$ cat src/core/cfg_vec_pkg.sv
package cfg_vec_pkg;

  // Transmit settings bus field positions.
  localparam int TX_VEC_W = 80;
  localparam int TX_ADDR_HI = 79;
  localparam int TX_ADDR_LO = 32;
  localparam int TX_MAXLEN_HI = 31;
  localparam int TX_MAXLEN_LO = 16;
  localparam int TX_MAXEN_BIT = 14;
  localparam int TX_IFG_BIT = 8;
  localparam int TX_HALF_BIT = 6;
  localparam int TX_FC_BIT = 5;
  localparam int TX_JUMBO_BIT = 4;
  localparam int TX_FCS_BIT = 3;
  localparam int TX_VLAN_BIT = 2;
  localparam int TX_EN_BIT = 1;
  localparam int TX_RST_BIT = 0;

  // Receive settings bus field positions.
  localparam int RX_VEC_W = 80;
  localparam int RX_ADDR_HI = 79;
  localparam int RX_ADDR_LO = 32;
  localparam int RX_MAXLEN_HI = 31;
  localparam int RX_MAXLEN_LO = 16;
  localparam int RX_MAXEN_BIT = 14;
  localparam int RX_HALF_BIT = 6;
  localparam int RX_FC_BIT = 5;
  localparam int RX_JUMBO_BIT = 4;
  localparam int RX_FCS_BIT = 3;
  localparam int RX_VLAN_BIT = 2;
  localparam int RX_EN_BIT = 1;
  localparam int RX_RST_BIT = 0;

  // Frame length limits in bytes.
  localparam logic [15:0] LEGAL_MAX_LEN = 16'h05ee;
  localparam logic [15:0] VLAN_MAX_LEN = 16'h05f2;
  localparam logic [15:0] JUMBO_MAX_LEN = 16'hffff;
  localparam logic [15:0] MIN_FRAME_LEN = 16'h0040;

  // Decoded transmitter controls.
  typedef struct packed {
    logic ifg_from_input;
    logic half_duplex;
    logic pause_enable;
    logic user_fcs;
    logic auto_pad_fcs;
    logic enable;
    logic [15:0] max_len;
    logic [47:0] station_addr;
  } tx_ctrl_t;

  // Decoded receiver controls.
  typedef struct packed {
    logic half_duplex;
    logic pause_enable;
    logic pass_fcs;
    logic enable;
    logic [15:0] max_len;
    logic [47:0] station_addr;
  } rx_ctrl_t;

  localparam tx_ctrl_t TX_CTRL_RST = '0;
  localparam rx_ctrl_t RX_CTRL_RST = '0;

endpackage

$ cat src/core/mac_config_vector_decode.sv
`timescale 1ns/1ps
module mac_config_vector_decode
  import cfg_vec_pkg::*;
#(
  parameter bit HALF_DUPLEX_CAPABLE = 1'b1
)
(
  // Clock and reset.
  input wire logic clk,
  input wire logic resetn,
  // Settings buses from user logic.
  input wire logic [TX_VEC_W-1:0] tx_settings,
  input wire logic [RX_VEC_W-1:0] rx_settings,
  // Frame activity from the frame engines.
  input wire logic tx_frame_active,
  input wire logic rx_frame_active,
  // Pause trigger from user logic.
  input wire logic pause_trigger,
  // Decoded controls to the frame engines.
  output tx_ctrl_t tx_ctrl,
  output rx_ctrl_t rx_ctrl,
  output logic tx_reset,
  output logic rx_reset,
  output logic pause_send
);


  // The settings buses are asynchronous user inputs, so each passes two
  // flops first. A multi-bit bus may be caught mid-change for one cycle;
  // the frame-boundary latch below accepts that since buses are static.

  // Synchroniser stages.
  logic [TX_VEC_W-1:0] tx_sync1_ff;
  logic [TX_VEC_W-1:0] tx_sync2_ff;
  logic [RX_VEC_W-1:0] rx_sync1_ff;
  logic [RX_VEC_W-1:0] rx_sync2_ff;
  logic pause_sync1_ff;
  logic pause_sync2_ff;
  logic [TX_VEC_W-1:0] nxt_tx_sync1;
  logic [TX_VEC_W-1:0] nxt_tx_sync2;
  logic [RX_VEC_W-1:0] nxt_rx_sync1;
  logic [RX_VEC_W-1:0] nxt_rx_sync2;
  logic nxt_pause_sync1;
  logic nxt_pause_sync2;

  // Transmit side state.
  tx_ctrl_t tx_ctrl_ff;
  tx_ctrl_t nxt_tx_ctrl;
  logic tx_reset_ff;
  logic nxt_tx_reset;
  logic tx_act_prev_ff;
  logic nxt_tx_act_prev;

  // Receive side state.
  rx_ctrl_t rx_ctrl_ff;
  rx_ctrl_t nxt_rx_ctrl;
  logic rx_reset_ff;
  logic nxt_rx_reset;
  logic rx_act_prev_ff;
  logic nxt_rx_act_prev;

  // Pause request state.
  logic pause_prev_ff;
  logic nxt_pause_prev;
  logic pause_send_ff;
  logic nxt_pause_send;

  // True only when no frame is in flight now or was one cycle ago.
  function automatic logic between_frames(
    input logic active,
    input logic active_prev
  );
    logic idle;
    idle = !active && !active_prev;
    return idle;
  endfunction

  function automatic logic [15:0] size_limit(
    input logic jumbo,
    input logic max_en,
    input logic vlan,
    input logic [15:0] prog_len
  );
    logic [15:0] lim;
    lim = vlan ? VLAN_MAX_LEN : LEGAL_MAX_LEN;
    if (jumbo)
    begin
      lim = JUMBO_MAX_LEN;
    end
    else if (max_en)
    begin
      // Frames must be shorter than the programmed length.
      lim = prog_len - 16'h0001;
    end
    return lim;
  endfunction

  // Full transmit decode of one settled bus value.
  function automatic tx_ctrl_t decode_tx(
    input logic [TX_VEC_W-1:0] vec
  );
    tx_ctrl_t ctl;
    ctl = TX_CTRL_RST;
    // A MAC built without half duplex never leaves full duplex.
    ctl.half_duplex = HALF_DUPLEX_CAPABLE &&
      vec[TX_HALF_BIT];
    // The gap input only matters in full duplex.
    ctl.ifg_from_input = vec[TX_IFG_BIT] &&
      !ctl.half_duplex;
    ctl.pause_enable = vec[TX_FC_BIT];
    ctl.user_fcs = vec[TX_FCS_BIT];
    ctl.auto_pad_fcs = !vec[TX_FCS_BIT];
    ctl.enable = vec[TX_EN_BIT];
    ctl.max_len = size_limit(vec[TX_JUMBO_BIT],
      vec[TX_MAXEN_BIT],
      vec[TX_VLAN_BIT],
      vec[TX_MAXLEN_HI:TX_MAXLEN_LO]);
    // Bit 0 of the field stays the individual/group bit.
    ctl.station_addr = vec[TX_ADDR_HI:TX_ADDR_LO];
    return ctl;
  endfunction

  // Full receive decode of one settled bus value.
  function automatic rx_ctrl_t decode_rx(
    input logic [RX_VEC_W-1:0] vec
  );
    rx_ctrl_t ctl;
    ctl = RX_CTRL_RST;
    ctl.half_duplex = HALF_DUPLEX_CAPABLE &&
      vec[RX_HALF_BIT];
    ctl.pause_enable = vec[RX_FC_BIT];
    ctl.pass_fcs = vec[RX_FCS_BIT];
    ctl.enable = vec[RX_EN_BIT];
    ctl.max_len = size_limit(vec[RX_JUMBO_BIT],
      vec[RX_MAXEN_BIT],
      vec[RX_VLAN_BIT],
      vec[RX_MAXLEN_HI:RX_MAXLEN_LO]);
    ctl.station_addr = vec[RX_ADDR_HI:RX_ADDR_LO];
    return ctl;
  endfunction

  // Synchroniser group.
  always_comb
  begin
    nxt_tx_sync1 = tx_settings;
    nxt_tx_sync2 = tx_sync1_ff;
    nxt_rx_sync1 = rx_settings;
    nxt_rx_sync2 = rx_sync1_ff;
    nxt_pause_sync1 = pause_trigger;
    nxt_pause_sync2 = pause_sync1_ff;
  end

  always_ff @(posedge clk or negedge resetn)
  begin
    if (!resetn)
    begin
      tx_sync1_ff <= '0;
      tx_sync2_ff <= '0;
      rx_sync1_ff <= '0;
      rx_sync2_ff <= '0;
      pause_sync1_ff <= 1'b0;
      pause_sync2_ff <= 1'b0;
    end
    else
    begin
      tx_sync1_ff <= nxt_tx_sync1;
      tx_sync2_ff <= nxt_tx_sync2;
      rx_sync1_ff <= nxt_rx_sync1;
      rx_sync2_ff <= nxt_rx_sync2;
      pause_sync1_ff <= nxt_pause_sync1;
      pause_sync2_ff <= nxt_pause_sync2;
    end
  end

  // Transmit group.
  always_comb
  begin
    nxt_tx_ctrl = tx_ctrl_ff;
    nxt_tx_act_prev = tx_frame_active;
    // The reset bit bypasses the frame boundary and acts at once.
    nxt_tx_reset = tx_sync2_ff[TX_RST_BIT];
    if (tx_sync2_ff[TX_RST_BIT])
    begin
      nxt_tx_ctrl = TX_CTRL_RST;
    end
    else if (between_frames(tx_frame_active, tx_act_prev_ff))
    begin
      // Waiting one idle cycle after a frame keeps a late end safe.
      nxt_tx_ctrl = decode_tx(tx_sync2_ff);
    end
  end

  always_ff @(posedge clk or negedge resetn)
  begin
    if (!resetn)
    begin
      tx_ctrl_ff <= TX_CTRL_RST;
      tx_reset_ff <= 1'b1;
      tx_act_prev_ff <= 1'b0;
    end
    else
    begin
      tx_ctrl_ff <= nxt_tx_ctrl;
      tx_reset_ff <= nxt_tx_reset;
      tx_act_prev_ff <= nxt_tx_act_prev;
    end
  end

  // Receive group.
  always_comb
  begin
    nxt_rx_ctrl = rx_ctrl_ff;
    nxt_rx_act_prev = rx_frame_active;
    nxt_rx_reset = rx_sync2_ff[RX_RST_BIT];
    if (rx_sync2_ff[RX_RST_BIT])
    begin
      nxt_rx_ctrl = RX_CTRL_RST;
    end
    else if (between_frames(rx_frame_active, rx_act_prev_ff))
    begin
      nxt_rx_ctrl = decode_rx(rx_sync2_ff);
    end
  end

  always_ff @(posedge clk or negedge resetn)
  begin
    if (!resetn)
    begin
      rx_ctrl_ff <= RX_CTRL_RST;
      rx_reset_ff <= 1'b1;
      rx_act_prev_ff <= 1'b0;
    end
    else
    begin
      rx_ctrl_ff <= nxt_rx_ctrl;
      rx_reset_ff <= nxt_rx_reset;
      rx_act_prev_ff <= nxt_rx_act_prev;
    end
  end

  // Pause group.
  always_comb
  begin
    nxt_pause_prev = pause_sync2_ff;
    nxt_pause_send = 1'b0;
    // One pulse per rising trigger while pause and transmit are enabled and out of reset; a held trigger does not repeat.
    if (pause_sync2_ff && !pause_prev_ff)
    begin
      nxt_pause_send = tx_ctrl_ff.pause_enable &&
        tx_ctrl_ff.enable &&
        !tx_reset_ff;
    end
  end

  always_ff @(posedge clk or negedge resetn)
  begin
    if (!resetn)
    begin
      pause_prev_ff <= 1'b0;
      pause_send_ff <= 1'b0;
    end
    else
    begin
      pause_prev_ff <= nxt_pause_prev;
      pause_send_ff <= nxt_pause_send;
    end
  end

  // Every output is a flop, so the frame engines see no decode glitches.

  assign tx_ctrl = tx_ctrl_ff;
  assign rx_ctrl = rx_ctrl_ff;
  assign tx_reset = tx_reset_ff;
  assign rx_reset = rx_reset_ff;
  assign pause_send = pause_send_ff;

endmodule

$ cat config.mk
export PLATFORM = sky130hd
export DESIGN_NAME = mac_config_vector_decode
export DESIGN_NICKNAME = d
export VERILOG_FILES = /design/src/core/cfg_vec_pkg.sv /design/src/core/mac_config_vector_decode.sv
export SDC_FILE = /design/constraint.sdc
export NUM_CORES = 1
export LEC_CHECK = 0
export BUFFER_PORTS_ARGS = -buffer_cell sky130_fd_sc_hd__clkbuf_2
export CAP_MARGIN = 20
export CORE_AREA = 2 2 139 209
export DETAILED_ROUTE_END_ITERATION = 10
export DIE_AREA = 0 0 141 211
export PLACE_DENSITY_LB_ADDON = 0.3
export SYNTH_ARGS = -nofsm -noshare
export SYNTH_HDL_FRONTEND = slang
export SYNTH_SLANG_ARGS = --single-unit
$ cat constraint.sdc
create_clock -name clk -period 1.73 [get_ports clk]
set_input_delay 0.4325 -clock clk [delete_from_list [all_inputs] [get_ports clk]]
set_output_delay 0.4325 -clock clk [all_outputs]
set_load 0.1 [all_outputs]
# Word level (Yosys, flattened, before mapping)
# Index checks and enable logic that the tools add are counted.
dict set report totals {
  reg_bits 466
  inputBits 165
}
dict set report op_classes {
  add_sub_neg 2
  n_mux 11
  reduce_logical 16
}
# operator n
set op_table {}
lappend op_table {{two-way mux 70 bit} 2}
lappend op_table {{two-way mux 68 bit} 2}
lappend op_table {{two-way mux 16 bit} 4}
lappend op_table {{subtractor 16 x 1 -> 16 bit, second input constant} 2}
lappend op_table {{two-way mux 5 bit} 2}
lappend op_table {{zero test 1 bit} 8}
lappend op_table {{logical AND 1 bit} 6}
lappend op_table {{nonzero test 2 bit} 2}
lappend op_table {{two-way mux 1 bit} 1}

# Depth between registers and ports, before layout
# Gate-level depths: netlist of run 1.
dict set report logic_depth {
  word_depth 5
  mapped_depth 7
  depth_no_buf 7
}

# Worst setup path after synthesis of run 1
# OpenSTA, ideal clock, no wires.
dict set report synth_timing {
  kind {reg-to-reg}
  start {reg rx_sync2_ff[16]}
  end {reg rx_ctrl_ff, in the netlist rx_ctrl[58]}
  t_arrival_ns 1.704
  required_time_ns 1.643
  setup_slack_ns -0.061
  stages_incl_launch_ff 8
  n_path_buf 0
  period_less_slack_ns 1.791
  cell_sequence {dfrtp_1 > inv_1 > ha_1 > nor3b_1 > nand2_1 > or3_1 > xor2_1 > o211ai_1}
}
dict set report synth_via {
  elab_chain_len 5
}
# element line_no
set synth_rtl {}
lappend synth_rtl {{start: declaration} mac_config_vector_decode.sv:36} ;# logic [RX_VEC_W-1:0] rx_sync2_ff;
lappend synth_rtl {{start signal: assignment} mac_config_vector_decode.sv:169} ;# rx_sync2_ff <= nxt_rx_sync2;
lappend synth_rtl {{subtractor 16 x 1 -> 16 bit} mac_config_vector_decode.sv:93} ;# lim = prog_len - 16'h0001;
lappend synth_rtl {{two-way mux 16 bit} mac_config_vector_decode.sv:90} ;# else if (max_en)
lappend synth_rtl {{two-way mux 16 bit} mac_config_vector_decode.sv:86} ;# if (jumbo)
lappend synth_rtl {{two-way mux 68 bit} mac_config_vector_decode.sv:219} ;# else if (between_frames(rx_frame_active, rx_act_prev_ff))
lappend synth_rtl {{two-way mux 68 bit} mac_config_vector_decode.sv:215} ;# if (rx_sync2_ff[RX_RST_BIT])
lappend synth_rtl {{end signal: assignment} mac_config_vector_decode.sv:235} ;# rx_ctrl_ff <= nxt_rx_ctrl;
lappend synth_rtl {{end: declaration} mac_config_vector_decode.sv:55} ;# rx_ctrl_t rx_ctrl_ff;
# Every way passes these cells. The select of a mux whose other input is x is not followed.
# A chain may end at the register's enable or synchronous reset.

# Final worst setup path of run 1
dict set report layout_timing {
  start {reg rx_sync2_ff[27]}
  end {reg rx_ctrl_ff, in the netlist rx_ctrl[63]}
}
# The elaborated chain is that of the path after synthesis.

==> results of run 1 <==
-- through the flow --
stage          hold WS (ns)  setup WS [ns]  utilization [%]
4_1_cts             0.00130        -0.0318             65.4
3_3_place_gp          0.331        -0.0696             54.8
3_5_place_dp          0.335         -0.116             54.8
6_report             0.0172        -0.0421             65.9
2_1_floorplan         0.137         0.0422                -
5_1_grt             0.00133        -0.0987             65.9
-- where the power goes --
group          total [W]  leakage [nW]  switching [W]  internal (W)
Clock            0.00871         0.649        0.00373       0.00497
Combinational    0.00272          2.83        0.00194      0.000781
Sequential        0.0110          5.33       0.000255        0.0107
Total             0.0224          8.81        0.00593        0.0165
-- layout by cell type (no fill, tap or decap), types with 10 or more instances in the layout --
| master | synthesis | routed |
|---|---|---|
| dfrtp_1 | 434 | 432 |
| clkbuf_2 | 0 | 148 |
| dlygate4sd3_1 | 0 | 131 |
| clkbuf_4 | 0 | 124 |
| a22o_1 | 105 | 105 |
| buf_4 | 0 | 51 |
| clkbuf_16 | 0 | 41 |
| a21oi_1 | 25 | 25 |
| o21ai_1 | 22 | 22 |
| nand2_1 | 22 | 19 |
| xnor2_1 | 14 | 13 |
| nor2_1 | 15 | 12 |
| xor2_1 | 11 | 11 |
| clkinv_2 | 0 | 10 |
| buf_12 | 0 | 10 |
-- cell type report --
class,count,area [sq um],share of cell area [%]
timing repair buffer,469,3630,19.8
inverter,6,22.5,0.123
multi-input combinational,269,2040,11.1
clock buffer,48,1080,5.90
clock inverter,23,228,1.24
tap,346,433,2.36
sequential,436,10900,59.5
-- synth_stat cells --
| cell | number |
|---|---|
| nor2b_1 | 3 |
| or4_4 | 1 |
| o211ai_1 | 5 |
| o41ai_1 | 1 |
| nand3_1 | 4 |
| buf_1 | 1 |
| nor4_2 | 1 |
| nor2_1 | 15 |
| o31ai_1 | 2 |
| a21oi_1 | 25 |
| or3_4 | 1 |
| or3_1 | 5 |
| clkbuf_1 | 28 |
| inv_1 | 6 |
| ha_1 | 2 |
| a21o_1 | 1 |
| nand3b_1 | 1 |
| nand2b_1 | 2 |
| nor4_1 | 5 |
| or4_1 | 2 |
| dfstp_2 | 2 |
| o21ai_0 | 2 |
| dfrtp_1 | 434 |
| nand2_1 | 22 |
| a311oi_1 | 1 |
| nor3b_1 | 2 |
| nor3_2 | 1 |
| o21ai_1 | 22 |
| and2_1 | 1 |
| o21ai_2 | 1 |
| nand4b_1 | 2 |
| nor3_1 | 5 |
| a32o_1 | 2 |
| a211o_1 | 1 |
| xor2_1 | 11 |
| xnor2_1 | 14 |
| a22o_1 | 105 |
-- metal layers --
metal / GRT usage [%] / part of all wire [%] / vias to the layer above
li1: - / - / 3538
met1: 22.3 / 37 / 3907
met2: 35.3 / 54 / 269
met3: 4.74 / 5.8 / 65
met4: 7.41 / 3.2 / 0
met5: 0 / 0 / -
-- cell families (layout without fill, tap and decap cells) --
| logic type | after synthesis | in the layout |
|---|---|---|
| compound gates | 168 | 168 |
| xor+xnor | 25 | 25 |
| fa+ha+maj | 2 | 2 |
| buf+inv | 35 | 546 |
| flops | 436 | 436 |
| simple gates | 73 | 74 |
-- registers in the layout, indices dropped and copies added (netlist names), 68 cells and up --
register / flops
nxt_tx_sync2: 73
tx_sync2_ff: 73
nxt_rx_sync2: 72
rx_sync2_ff: 72
tx_ctrl: 70
rx_ctrl: 68
-- timing repair --
item	4_1_cts	5_1_grt
endpoints found under the hold margin	154	1
setup buffers	1	1
gates cloned	0	1
resized for setup	131	26
hold buffers	130	1
setup endpoints to repair	132	48
pin swaps	0	3
-- worst register-to-register path: cells and delay by family (launching register included) --
kind | cells | cell delay [ns]
AND/OR/NAND/NOR | 3 | 1.08
flip-flops | 1 | 0.38
XOR/XNOR | 1 | 0.14
AO/OA/AOI/OAI | 1 | 0.06
-- final timing paths --
path                                         end              from
worst max-delay path                 rx_ctrl[63]   rx_sync2_ff[27]
min in group asynchronous       nxt_tx_sync2[26]            resetn
worst max register to register       rx_ctrl[63]   rx_sync2_ff[27]
worst min register to register   rx_sync2_ff[17]  nxt_rx_sync2[17]
worst min-delay path            nxt_tx_sync2[46]   tx_settings[46]
max in group asynchronous       nxt_tx_sync2[32]            resetn
==> impl_metrics.env, run 1 <==
export IMPL_dieArea_sq_mm=0.0298
export IMPL_gr_total_overflow=0
export IMPL_required_ns=2.13
export IMPL_drt_initial_drc_count=331
export IMPL_status="finished with violations"
export IMPL_drc=0
export IMPL_clk_latency_ns=0.53
export IMPL_yosys_warnings=0
export IMPL_areaGrowthSynthToFinish_pct=41.7
export IMPL_clock_root_buffer="clkbuf_16"
export IMPL_synth_area_sq_mm=0.0130
export IMPL_tightest_slew_ns=0.987
export IMPL_grt_max_degree=55
export IMPL_via_count=7779
export IMPL_clock_path_buffers=3
export IMPL_netlist_instances=739
export IMPL_drive_gt1_share_pct=34.9
export IMPL_crit_buf_inv=0
export IMPL_whs_path_depth=1
export IMPL_dieWidth_um=141
export IMPL_ant_nets=0
export IMPL_grt_usage_pct=19.5
export IMPL_finalSetupTns_ns=-0.0421
export IMPL_grt_pass1_vias=8535
export IMPL_ys_seq_area_share_pct=84.3
export IMPL_timing_final_ws_setup_ns=-0.0421
export IMPL_rsz0062_at_grt="true"
export IMPL_totalWireLength_um=28700
export IMPL_ioPinCount=306
export IMPL_setup_viol=1
export IMPL_grt_antenna_before_repair=0
export IMPL_routedWlPerCell_um=18.0
export IMPL_fillCellCount=1880
export IMPL_start_kind="flip-flop"
export IMPL_synth_adder_area_share_pct=0.193
export IMPL_synthSimpleGateAreaFrac_pct=2.97
export IMPL_dr_pass1_iters=4
export IMPL_finalPower_w=0.0224
export IMPL_synth_xor_area_share_pct=1.69
export IMPL_finClkSkew_ns=0.0101
export IMPL_synth_area_mux_share_pct=0
export IMPL_place_congestion=0.786
export IMPL_nets=1389
export IMPL_cts_tree="yes"
export IMPL_leakagePower_nw=8.81
export IMPL_cp_end_kind="flip-flop"
export IMPL_initial_utilization_pct=46.5
export IMPL_instances_no_fill=1597
export IMPL_cts_made_buffers=40
export IMPL_final_cell_area_sq_mm=0.0184
export IMPL_cpPeakStageDelay_ns=0.55
export IMPL_clock_sinks=436
export IMPL_synth_seq_cells=436
export IMPL_maxCapViolCount=0
export IMPL_grt_pass1_wl_um=45000
export IMPL_rows=75
export IMPL_rrSetupSlack_ns=-0.04
export IMPL_slowest_stage="or4_4"
export IMPL_path_depth=5
export IMPL_antenna_cells=0
export IMPL_via_per_inst=4.87
export IMPL_crit_type="flip-flop to flip-flop"
export IMPL_hold_viol_final=0
export IMPL_cp_cell_sequence="or4_4 -> or3_4 -> nor3_4 -> xnor2_2 -> o21ai_2"
export IMPL_dpl_hpwl_um=18000
export IMPL_dp_cells=1392
export IMPL_die_h_um=211
export IMPL_maxSlewHeadroom_pct=34.1
export IMPL_fmax_ghz=0.564
export IMPL_power_density_mw_per_mm2=1220
export IMPL_htreeDepth=2
export IMPL_synth_nets=906
export IMPL_yosysTopAreaCellShare_pct=83.8
export IMPL_r2r_cells=5
export IMPL_ys_types=37
export IMPL_synth_top_family_by_area="compound AO/OA/AOI/OAI gates"
export IMPL_period_share_pct=102
export IMPL_synth_top_cell_by_area="dfrtp_1"
export IMPL_irDropWorstVdd_v=0.00101
export IMPL_place_port_buffers=290
export IMPL_synth_compound_area_share_pct=9.88
export IMPL_period_minus_slack_ns=1.77
export IMPL_crit_family="simple AND/OR/NAND/NOR gates"
export IMPL_placed_area_sq_mm=0.0153
export IMPL_hold_path_class="input pin to flip-flop"
export IMPL_violations="negative setup slack"
export IMPL_arrival_ns=2.18
export IMPL_core_region_area_sq_mm=0.0279
export IMPL_clkTransAtPathRegs_ns=0.07
export IMPL_worstPathMaxFanout=3
export IMPL_netlist_top_cells_area="dfrtp_1 84%, a22o_1 7.1%, a21oi_1 0.97%"
export IMPL_slew_viol_final=0
export IMPL_synth_avg_cell_area_sq_um=17.5
No activity file was read; power rests on OpenSTA's default activity.
==> inputs of run 2 (changes only) <==
--- a/config.mk
+++ b/config.mk
@@ -5,11 +5,13 @@
 export SDC_FILE = /design/constraint.sdc
 export NUM_CORES = 1
 export LEC_CHECK = 0
+export ABC_AREA = 1
 export BUFFER_PORTS_ARGS = -buffer_cell sky130_fd_sc_hd__clkbuf_2
 export CAP_MARGIN = 20
-export CORE_AREA = 2 2 139 209
+export CORE_AREA = 2 2 140 210
 export DETAILED_ROUTE_END_ITERATION = 10
-export DIE_AREA = 0 0 141 211
+export DIE_AREA = 0 0 142 212
+export GPL_TIMING_DRIVEN = 1
 export PLACE_DENSITY_LB_ADDON = 0.3
 export SYNTH_ARGS = -nofsm -noshare
 export SYNTH_HDL_FRONTEND = slang
==> run 2 against run 1 <==
Against the previous run: the run now ends clean; sequential power about the same; register-to-register slack improved by 0.18 ns; synthesized cell count increased by 21%; combinational power decreased by 3%; cell area increased by 0.91%; global-route usage increased by 0.94 points; power increased by 2.6%; hold slack improved by 0.0065 ns; die area increased by 1.2%; critical path depth decreased by 4; clock power increased by 7.9%; critical endpoint is now tx_reset; highest routed layer is now met5.
==> impl_metrics.env, run 2 <==
export IMPL_via_per_inst=4.89
export IMPL_synth_top_cell_by_area="dfrtp_1"
export IMPL_hold_viol_final=0
export IMPL_whs_path_depth=1
export IMPL_worstHoldStart="rx_settings[47]"
export IMPL_rsz0062_at_grt="true"
export IMPL_post_route_util_pct=65.2
export IMPL_min_to="nxt_rx_sync2[47]"
export IMPL_cp_cell_sequence="buf_12"
export IMPL_crit_buf_inv=1
export IMPL_final_common_cell="dfrtp_1"
export IMPL_grt_max_degree=65
export IMPL_pwr_share_comb_pct=11.5
export IMPL_r2r_cells=10
export IMPL_power_switching_w=0.00583
export IMPL_yosysTopAreaCellShare_pct=80.9
export IMPL_initial_utilization_pct=47.2
export IMPL_crit_family="flip-flops"
export IMPL_grt_usage_pct=20.4
export IMPL_cts_tree="yes"
export IMPL_via_count=8471
export IMPL_maxSlewHeadroom_pct=74.2
export IMPL_cpPeakStageDelay_ns=0.57
export IMPL_netlist_instances=894
export IMPL_ys_types=27
export IMPL_mostFrequentLayoutCells="434 x dfrtp_1, 149 x nand2_1, 148 x clkbuf_2"
export IMPL_synth_nets=1061
export IMPL_synthFlopType="dfrtp_1"
export IMPL_start_kind="flip-flop"
export IMPL_rows=76
export IMPL_totalWireLength_um=30900
export IMPL_drc=0
export IMPL_hold_path_class="input pin to flip-flop"
export IMPL_cp_end_kind="primary output"
export IMPL_finClkSkew_ns=0.0154
export IMPL_setup_viol=0
export IMPL_synthTopCellsByCount="434 x dfrtp_1, 149 x nand2_1, 103 x a22o_1"
export IMPL_netlist_top_cells_area="dfrtp_1 81%, a22o_1 6.7%, nand2_1 4.2%"
export IMPL_clock_sinks=436
export IMPL_grt_pass1_vias=9112
export IMPL_finalPower_w=0.0230
export IMPL_die_h_um=212
export IMPL_fmax_ghz=0.582
export IMPL_seqPwrFrac_pct=47.6
export IMPL_synth_area_sq_mm=0.0134
export IMPL_core_region_area_sq_mm=0.0284
export IMPL_dpl_hpwl_um=19400
export IMPL_slowest_stage="dfstp_2"
export IMPL_switching_share_pct=25.4
export IMPL_dieArea_sq_mm=0.0301
export IMPL_grt_antenna_before_repair=4
export IMPL_clock_root_buffer="clkbuf_16"
export IMPL_period_share_pct=99.3
export IMPL_grt_pass1_wl_um=47500
export IMPL_synth_avg_cell_area_sq_um=15.0
export IMPL_irDropWorstVdd_v=0.00109
export IMPL_ioPinCount=306
export IMPL_worstReg2RegEnd="rx_ctrl[58]"
export IMPL_status="finished, final reports clean"
export IMPL_placed_area_sq_mm=0.0155
export IMPL_fillCellCount=2002
export IMPL_pre_cts_ws_ns=0.0994
export IMPL_place_congestion=0.944
export IMPL_arrival_ns=1.28
export IMPL_timing_final_ws_setup_ns=0.0125
export IMPL_period_minus_slack_ns=1.72
export IMPL_clkTransAtPathRegs_ns=0.06
export IMPL_drt_initial_drc_count=267
export IMPL_synth_seq_cells=436
export IMPL_routedWlPerCell_um=17.8
export IMPL_synth_most_common_cell="dfrtp_1"
export IMPL_required_ns=1.30
export IMPL_place_port_buffers=290
export IMPL_areaGrowthSynthToFinish_pct=37.9
export IMPL_gr_total_overflow=0
export IMPL_yosys_warnings=0
export IMPL_cts_made_buffers=40
export IMPL_worstPathMaxFanout=2
export IMPL_tightest_slew_ns=0.388
export IMPL_power_density_mw_per_mm2=1240
export IMPL_async_reset_ff_share_pct=100
export IMPL_drive_gt1_share_pct=28.6
export IMPL_clock_path_buffers=3
export IMPL_crit_type="flip-flop to primary output"
export IMPL_reg2reg_from="rx_sync2_ff[16]"
export IMPL_rrSetupSlack_ns=0.14
export IMPL_ys_seq_area_share_pct=81.3
export IMPL_dr_pass1_iters=4
export IMPL_htreeDepth=2
export IMPL_dieWidth_um=142
export IMPL_nets=1518
export IMPL_synth_edf_count=0
export IMPL_clk_latency_ns=0.53
export IMPL_final_cell_area_sq_mm=0.0185
export IMPL_pwr_share_clk_pct=40.9
export IMPL_slew_viol_final=0
export IMPL_p_int_w=0.0171
export IMPL_ant_nets=0
export IMPL_maxCapViolCount=0
export IMPL_leakagePower_nw=9.26
run 2: how the worst max path moves through the flow:
| stage | from | endpoint | slack [ns] | depth (start not counted) |
|---|---|---|---|---|
| 6_report | tx_reset | tx_reset | 0.01 | 1 |
| 5_1_grt | tx_reset | tx_reset | -0.03 | 1 |
| 4_1_cts | tx_reset | tx_reset | -0.02 | 1 |
| 3_5_place_dp | rx_sync2_ff[16] | rx_ctrl[62] | 0.1 | 9 |
| 3_3_place_gp | rx_sync2_ff[16] | rx_ctrl[62] | 0.12 | 9 |
| 2_1_floorplan | tx_sync2_ff[16] | tx_ctrl[58] | 0.34 | 9 |
run 2: cells by family (layout without fill, tap and decap cells):
kind of cell	Yosys count	in the layout	share of synthesized area, %
compound gates	140	140	8.19
other cells	0	3	0
flops	436	436	81.3
xor+xnor	4	4	0.261
fa+ha+maj	2	2	0.186
buf+inv	78	564	3.21
simple gates	234	234	6.89
run 2: area by class of cell:
| cell class | count | area (sq um) | area share [%] |
|---|---|---|---|
| tap | 351 | 439 | 2.37 |
| inverter | 48 | 206 | 1.11 |
| antenna | 3 | 7.51 | 0.0405 |
| clock buffer | 55 | 1150 | 6.20 |
| timing repair inverter | 2 | 17.5 | 0.0946 |
| timing repair buffer | 443 | 3410 | 18.4 |
| multi-input combinational | 380 | 2110 | 11.4 |
| sequential | 436 | 10900 | 58.9 |
| clock inverter | 16 | 269 | 1.45 |
run 2: power groups by stage:
| stage | sequential [W] | combinational [W] | clock (W) |
|---|---|---|---|
| after floorplan | 0.0123 | 0.000367 | 0 |
| after global placement | 0.0111 | 0.00229 | 0 |
| after detailed placement | 0.0111 | 0.00232 | 0 |
| after CTS | 0.0109 | 0.00263 | 0.00962 |
| after global routing | 0.0110 | 0.00279 | 0.0101 |
| final | 0.0109 | 0.00264 | 0.00940 |
run 2: per-stage QoR:
| stage | std cells | hold slack [ns] | TNS (ns) |
|---|---|---|---|
| 3_5_place_dp | 1532 | 0.335 | 0 |
| 3_3_place_gp | 1532 | 0.331 | 0 |
| 4_1_cts | 1721 | 0.000662 | -0.0210 |
| 2_1_floorplan | 894 | 0.137 | 0 |
| 5_1_grt | 1734 | 0.000754 | -0.0336 |
| 6_report | 1734 | 0.0237 | 0 |
run 2: repair_timing:
action / CTS / global route
cloned: 0 / 2
hold endpoints to repair: 145 / 8
pin swaps: 0 / 0
hold buffers: 118 / 8
setup endpoints to repair: 132 / 32
gates resized for setup: 133 / 10
setup buffers: 0 / 0
run 2: routing by layer:
layer  GRT usage (%)  wire (um)  part of all wire, %
met1            23.8      11500                   37
met2            35.8      16200                   53
met3            4.35       1580                  5.1
met4            9.97       1520                  4.9
met5               0         13                0.042
